### config.mk
export PLATFORM = sky130hd
export DESIGN_NAME = spcs_top
export DESIGN_NICKNAME = d
export VERILOG_FILES = /design/src/spcs_pkg.sv /design/src/spcs_edge.sv /design/src/spcs_top.sv
export SDC_FILE = /design/constraint.sdc
export NUM_CORES = 1
export LEC_CHECK = 0
export BUFFER_PORTS_ARGS = -buffer_cell sky130_fd_sc_hd__clkbuf_2
export CORE_ASPECT_RATIO = 0.6
export CORE_MARGIN = 8
export CORE_UTILIZATION = 47
export DETAILED_ROUTE_END_ITERATION = 10
export PLACE_DENSITY = 0.88
export SLEW_MARGIN = 20
export SYNTH_ARGS = -nofsm -noshare
export SYNTH_HDL_FRONTEND = slang
export SYNTH_SLANG_ARGS = --single-unit
export TNS_END_PERCENT = 5
### constraint.sdc
create_clock -name I_CLK -period 1.9 [get_ports I_CLK]
set_input_delay 0.285 -clock I_CLK [delete_from_list [all_inputs] [get_ports I_CLK]]
set_output_delay 0.285 -clock I_CLK [all_outputs]
set_load 0.05 [all_outputs]
### src/spcs_pkg.sv
// Purpose: constants for the spare-bit pattern change status block
// Assumes: apb slave, 32-bit data, one word per register
// Notes:   flags are sticky and clear when software reads them
//
// Overview of operation
// bit 7 toggles event on code 1111
// bit 6 toggles event on code 1110
// bit 5 toggles event on code 1100
// bit 4 toggles event on code 1010
// bit 3 toggles event on code 1000
// bit 2 event on 001x, lsb ignored
// flags sticky until read clears them
// one means event since last read; an event in the setup cycle of a flags read is cleared without being read
// interrupt only for enabled events
// enable register at next address, reset zero
// new event beats same-cycle read clear
// compare match with previous cycle value
package spcs_pkg;
    // ---------------------------------------------------------------
    // register map
    // ---------------------------------------------------------------
    localparam logic [11:0] FLAGS_IDX   = 12'hB0C;
    localparam logic [11:0] ENABLES_IDX = 12'hB0D;
    localparam int          ADDR_W      = 14;
    localparam logic [13:0] FLAGS_ADDR   = {FLAGS_IDX, 2'h0};
    localparam logic [13:0] ENABLES_ADDR = {ENABLES_IDX, 2'h0};
    localparam int          REG_W       = 8;
    localparam logic [7:0]  FLAGS_RST   = 8'h00;
    localparam logic [7:0]  ENABLES_RST = 8'h00;
    localparam logic [7:0]  USED_MASK   = 8'hFC;
    // ---------------------------------------------------------------
    // patterns, bit position equals index
    // ---------------------------------------------------------------
    localparam int          CODE_W      = 4;
    localparam int          FIRST_BIT   = 2;
    localparam int          LAST_BIT    = 7;
    localparam logic [3:0]  PAT_ALL1    = 4'hF;
    localparam logic [3:0]  PAT_E       = 4'hE;
    localparam logic [3:0]  PAT_C       = 4'hC;
    localparam logic [3:0]  PAT_A       = 4'hA;
    localparam logic [3:0]  PAT_8       = 4'h8;
    localparam logic [3:0]  PAT_2       = 4'h2;
    localparam logic [3:0]  CARE_ALL    = 4'hF;
    localparam logic [3:0]  CARE_NO_LSB = 4'hE;
endpackage : spcs_pkg

### src/spcs_edge.sv
// Purpose: one pattern matcher with change pulse
// Assumes: code is on the same clock
// Notes:   care mask lets a bit be ignored
module spcs_edge #(
    parameter logic [3:0] PATTERN = 4'h0,
    parameter logic [3:0] CARE    = 4'hF
) (
    input  wire logic       i_clk,
    input  wire logic       i_rst_n,
    input  wire logic [3:0] i_code,
    output logic            o_change
);
    typedef struct packed {
        logic match_r;
    } spcs_edge_st_t;

    spcs_edge_st_t st_r;
    spcs_edge_st_t st_nxt;
    logic          match;

    // ---------------------------------------------------------------
    // matcher
    // ---------------------------------------------------------------
    // previous cycle compare
    always_comb begin
        match          = ((i_code ^ PATTERN) & CARE) == 4'h0;
        st_nxt.match_r = match;
        o_change       = match ^ st_r.match_r;  // both directions
    end

    // reset value is no match, so a code sitting at reset gives one pulse
    always_ff @(posedge i_clk or negedge i_rst_n) begin
        if (!i_rst_n) begin
            st_r <= '0;
        end else begin
            st_r <= st_nxt;
        end
    end
endmodule : spcs_edge

### src/spcs_top.sv
// Purpose: spare-bit pattern change flags with interrupt
// Assumes: debounced code comes from logic on I_CLK
// Notes:   apb answers with no wait states
//
// Register access over APB was left to the implementer.
module spcs_top (
    input  wire logic                     I_CLK,
    input  wire logic                     I_RST_N,
    input  wire logic [3:0]               I_SA6_CODE,
    input  wire logic                     I_PSEL,
    input  wire logic                     I_PENABLE,
    input  wire logic                     I_PWRITE,
    input  wire logic [13:0]              I_PADDR,
    input  wire logic [31:0]              I_PWDATA,
    output logic      [31:0]              O_PRDATA,
    output logic                          O_PREADY,
    output logic                          O_PSLVERR,
    output logic                          O_IRQ
);
    typedef struct packed {
        logic [7:0]  flags_r;
        logic [7:0]  enables_r;
        logic [31:0] rdata_r;
        logic        irq_r;
    } spcs_state_t;

    spcs_state_t st_r;
    spcs_state_t st_nxt;
    logic [7:0]  event_vec;
    logic        access;
    logic        hit_flags;
    logic        hit_enables;

    // ---------------------------------------------------------------
    // pattern matchers
    // ---------------------------------------------------------------
    // all ones watch
    spcs_edge #(.PATTERN(spcs_pkg::PAT_ALL1), .CARE(spcs_pkg::CARE_ALL)) u_p7 (
        .i_clk    (I_CLK),
        .i_rst_n  (I_RST_N),
        .i_code   (I_SA6_CODE),
        .o_change (event_vec[7])
    );
    // code e watch
    spcs_edge #(.PATTERN(spcs_pkg::PAT_E), .CARE(spcs_pkg::CARE_ALL)) u_p6 (
        .i_clk    (I_CLK),
        .i_rst_n  (I_RST_N),
        .i_code   (I_SA6_CODE),
        .o_change (event_vec[6])
    );
    // code c watch
    spcs_edge #(.PATTERN(spcs_pkg::PAT_C), .CARE(spcs_pkg::CARE_ALL)) u_p5 (
        .i_clk    (I_CLK),
        .i_rst_n  (I_RST_N),
        .i_code   (I_SA6_CODE),
        .o_change (event_vec[5])
    );
    // code a watch
    spcs_edge #(.PATTERN(spcs_pkg::PAT_A), .CARE(spcs_pkg::CARE_ALL)) u_p4 (
        .i_clk    (I_CLK),
        .i_rst_n  (I_RST_N),
        .i_code   (I_SA6_CODE),
        .o_change (event_vec[4])
    );
    // code 8 watch
    spcs_edge #(.PATTERN(spcs_pkg::PAT_8), .CARE(spcs_pkg::CARE_ALL)) u_p3 (
        .i_clk    (I_CLK),
        .i_rst_n  (I_RST_N),
        .i_code   (I_SA6_CODE),
        .o_change (event_vec[3])
    );
    // lsb ignored here
    spcs_edge #(.PATTERN(spcs_pkg::PAT_2), .CARE(spcs_pkg::CARE_NO_LSB)) u_p2 (
        .i_clk    (I_CLK),
        .i_rst_n  (I_RST_N),
        .i_code   (I_SA6_CODE),
        .o_change (event_vec[2])
    );
    // bits 1-0 belong to other logic and never fire here
    assign event_vec[1:0] = 2'h0;

    // ---------------------------------------------------------------
    // apb decode, zero wait states
    // ---------------------------------------------------------------
    assign access      = I_PSEL & I_PENABLE;
    assign hit_flags   = I_PADDR == spcs_pkg::FLAGS_ADDR;
    assign hit_enables = I_PADDR == spcs_pkg::ENABLES_ADDR;

    // ---------------------------------------------------------------
    // next state
    // ---------------------------------------------------------------
    always_comb begin
        st_nxt = st_r;
        // read data captured in setup so it is stable in access phase
        if (I_PSEL && !I_PENABLE && !I_PWRITE) begin
            if (hit_flags) begin
                st_nxt.rdata_r = {24'h0, st_r.flags_r};
            end else if (hit_enables) begin
                st_nxt.rdata_r = {24'h0, st_r.enables_r};
            end else begin
                st_nxt.rdata_r = 32'h0;
            end
        end
        // read clears flags
        if (access && !I_PWRITE && hit_flags) begin
            st_nxt.flags_r = spcs_pkg::FLAGS_RST;
        end
        // set beats clear
        // one marks event
        st_nxt.flags_r = st_nxt.flags_r | (event_vec & spcs_pkg::USED_MASK);
        // enable register write
        if (access && I_PWRITE && hit_enables) begin
            st_nxt.enables_r = I_PWDATA[7:0] & spcs_pkg::USED_MASK;
        end
        // enabled flags only
        st_nxt.irq_r = |(st_nxt.flags_r & st_nxt.enables_r);
    end

    // ---------------------------------------------------------------
    // state register
    // ---------------------------------------------------------------
    always_ff @(posedge I_CLK or negedge I_RST_N) begin
        if (!I_RST_N) begin
            st_r.flags_r   <= spcs_pkg::FLAGS_RST;
            st_r.enables_r <= spcs_pkg::ENABLES_RST;
            st_r.rdata_r   <= 32'h0;
            st_r.irq_r     <= 1'b0;
        end else begin
            st_r <= st_nxt;
        end
    end

    // ---------------------------------------------------------------
    // outputs
    // ---------------------------------------------------------------
    assign O_PRDATA  = st_r.rdata_r;
    assign O_PREADY  = 1'b1;   // never stalls
    assign O_PSLVERR = 1'b0;   // unmapped reads zero, writes dropped
    assign O_IRQ     = st_r.irq_r;
endmodule : spcs_top
==> results.sh <==
export IMPL_finalNetCount=243
export IMPL_p_sw_uw=369
export IMPL_worst_skew_pair_late_latency_ps=270
export IMPL_routed_wl_um=3400
export IMPL_io_buffers=37
export IMPL_crit_path_start_kind="primary input"
export IMPL_min_period_ps=2040
export IMPL_die_w_um=91.8
export IMPL_tightest_slew_ps=742
export IMPL_mostFrequentLayoutCells="clkbuf_2 (36), dfrtp_1 (31), conb_1 (26), o21ai_0 (12), nand2_1 (11)"
export IMPL_synth_top_family_by_area="buffers and inverters"
export IMPL_rsz0062_at_grt="yes"
export IMPL_p_sw_share_pct=27.2
export IMPL_syn_to_final_growth_pct=14.7
export IMPL_power_share_clock_pct=36.5
export IMPL_synth_compound_area_share_pct=10.1
export IMPL_cp_max_fo=6
export IMPL_cp_required_ps=2050
export IMPL_use_met3_pct=5.47
export IMPL_yosysTopAreaCellShare_pct=47.9
export IMPL_p_leak_uw=0.000957
export IMPL_synth_cells=149
export IMPL_drt_pass1_iter_count=4
export IMPL_peakVddDrop_mv=0.361
export IMPL_violations="negative setup slack"
export IMPL_synthAdderAreaFrac_pct=0
export IMPL_finalWorstSetupSlack_ps=-142
export IMPL_p_per_area_nw_per_um2=730
export IMPL_overflow=0
export IMPL_met2_usage_pct=20.1
export IMPL_grt_use_met1_pct=15.5
export IMPL_start_util_pct=49.3
export IMPL_yosysUniqueCellTypes=30
export IMPL_grt_max_degree=32
export IMPL_final_common_cell="clkbuf_2"
export IMPL_clockBufferDepth=2
export IMPL_syn_mean_instance_area_um2=10.9
export IMPL_top_usage_layer="met2"
export IMPL_finalCritPeriodShare_pct=107
export IMPL_gp_congestion=0.858
export IMPL_drive_gt1_share_pct=37.2
export IMPL_drtAntennaViolNets=0
export IMPL_finalHoldViolations=0
export IMPL_synth_xor_xnor_area_share_pct=3.25
export IMPL_intPower_uw=987
export IMPL_grt_pass1_vias=1080
export IMPL_htreeDepth=2
export IMPL_slew_headroom_pct=50.5
export IMPL_die_y_um=61.5
export IMPL_synth_top_area_cell="dfrtp_1"
export IMPL_drcViolationCount=0
export IMPL_rows=16
export IMPL_vias_per_cell=4.56
export IMPL_io_pins=90
export IMPL_endpoint_kind="flop"
export IMPL_routedWlPerCell_um=14.6
export IMPL_muxShareOfSynthArea_pct=4.17
export IMPL_clk_pin_slew_worst_paths_ps=60
export IMPL_grt_use_total_pct=12.7
export IMPL_cts_tree="yes"
export IMPL_fmax_mhz=490
export IMPL_coreArea_um2=3280
export IMPL_dieArea_um2=5640
export IMPL_insertedDiodeCount=0
export IMPL_via_count=1063
export IMPL_synth_top_cells_by_area="dfrtp_1 (48%), buf_4 (16%), a22oi_1 (4.6%)"
export IMPL_status="finished with violations"
export IMPL_crit_type="in -> reg"
export IMPL_grt_first_pass_wirelength_um=5340
export IMPL_cts_root_buf="clkbuf_8"
export IMPL_skew_ps=2.55
export IMPL_setup_viol=1
export IMPL_drt_iter0_markers=48
export IMPL_finalInstanceArea_um2=1860
export IMPL_p_seq_share_pct=49.1
export IMPL_slew_violations=0
export IMPL_cts_sinks=31
export IMPL_hold_class="in -> async"
export IMPL_pwr_share_comb_pct=14.4
export IMPL_yosysWarningCount=0
export IMPL_synth_simple_area_share_pct=15.5
export IMPL_total_power_uw=1360
export IMPL_cap_violations=0
export IMPL_synth_cell_area_um2=1620
export IMPL_arrival_ps=2190
export IMPL_antenna_found_initial=0
export IMPL_hpwlAfterDp_um=2720
export IMPL_cts_made_buffers=5
export IMPL_place_area_um2=1730
export IMPL_ys_ff_latch=31
export IMPL_yosysSeqAreaShare_pct=47.9
-- synth_stat cells --
cell and number:
buf_4 35, dfrtp_1 31, o21ai_0 12, nand2_1 11, a22oi_1 10, inv_1 6
mux2_2 6, xnor2_1 6, nor2_1 4, nor3_1 3, and2b_2 2, conb_1 2
nand2b_1 2, nor2b_1 2, nor4_4 2, a21oi_1 1, a222oi_1 1, and4_1 1
and4b_1 1, buf_6 1, clkbuf_1 1, nand3_1 1, nand4b_1 1, nand4bb_4 1
nor3b_1 1, o21ai_1 1, o21ai_2 1, or2_2 1, or4_4 1, or4b_1 1
-- final timing paths --
kind	from	end	slack, ps	cells after the start
worst max-delay path	I_PADDR[1]	O_IRQ	-140	8
worst min register to register	O_PRDATA[6]	O_PRDATA[6]	480	2
worst max register to register	u_p6.st_r	O_IRQ	670	4
min in group I_CLK	I_SA6_CODE[2]	u_p2.st_r	220	2
max in group asynchronous	I_RST_N	O_PRDATA[2]	1360	1
worst min-delay path	I_RST_N	u_p2.st_r	70	1
-- area by class of cell --
cell class,instances,area [um2]
flip-flops and latches,31,776
inverters,6,22.5
multi-input cells,99,659
clock inverters,1,5.00
repair buffers,45,255
well taps,45,56.3
clock buffers,6,82.6
fillers,302,1430
-- critical path, cell delays in order --
cell and delay, ps:
buf_6 90, or4b_4 540, nor4_4 180, and4_4 320
buf_6 140, mux2_2 350, a22oi_2 170, nand3_1 100
-- power groups by stage --
stage          registers [uW]  clock network, uW  logic (uW)
6_report                  666                495         195
5_1_grt                   665                548         209
4_1_cts                   666                515         193
3_5_place_dp              677                  0         191
3_3_place_gp              677                  0         189
2_1_floorplan             678                  0         179
-- state kept, by name (all words and copies together), names as in the netlist --
| signal | flops |
|---|---|
| st_r | 16 |
| O_PRDATA | 8 |
| O_IRQ | 1 |
| u_p2.st_r | 1 |
| u_p3.st_r | 1 |
| u_p4.st_r | 1 |
| u_p5.st_r | 1 |
| u_p6.st_r | 1 |
| u_p7.st_r | 1 |
-- per-layer routing --
metal	vias to the layer above	wire length, um
met1	500	1490
met2	32	1630
met4	0	31
met3	5	252
met5	-	0
li1	526	-
-- stage by stage --
step                      hold slack, ps  util (%)  cells  setup TNS [ps]  setup slack, ps
after global routing                 129      56.6    233            -240             -240
after detailed placement             384      52.8    226           -1550             -581
final                               65.3      56.6    233            -142             -142
after global placement               374      52.8    226            -967             -448
after CTS                           84.4      56.4    233            -124             -124
after floorplan                    -10.6         -    173           -1080             -510
-- logic make-up (layout without fill, tap and decap cells) --
logic type | Yosys count | in the layout
xor+xnor | 6 | 6
other cells | 2 | 26
mux | 6 | 6
flops | 31 | 31
buf+inv | 43 | 58
compound gates | 26 | 26
simple gates | 35 | 35
-- repair_timing --
action	CTS	global route
pin swaps	1	3
endpoints found under the hold margin	0	0
hold buffers	0	0
setup buffers	0	0
setup endpoints to repair	1	1
gates resized for setup	9	1
(Power assumes the default switching activity.)
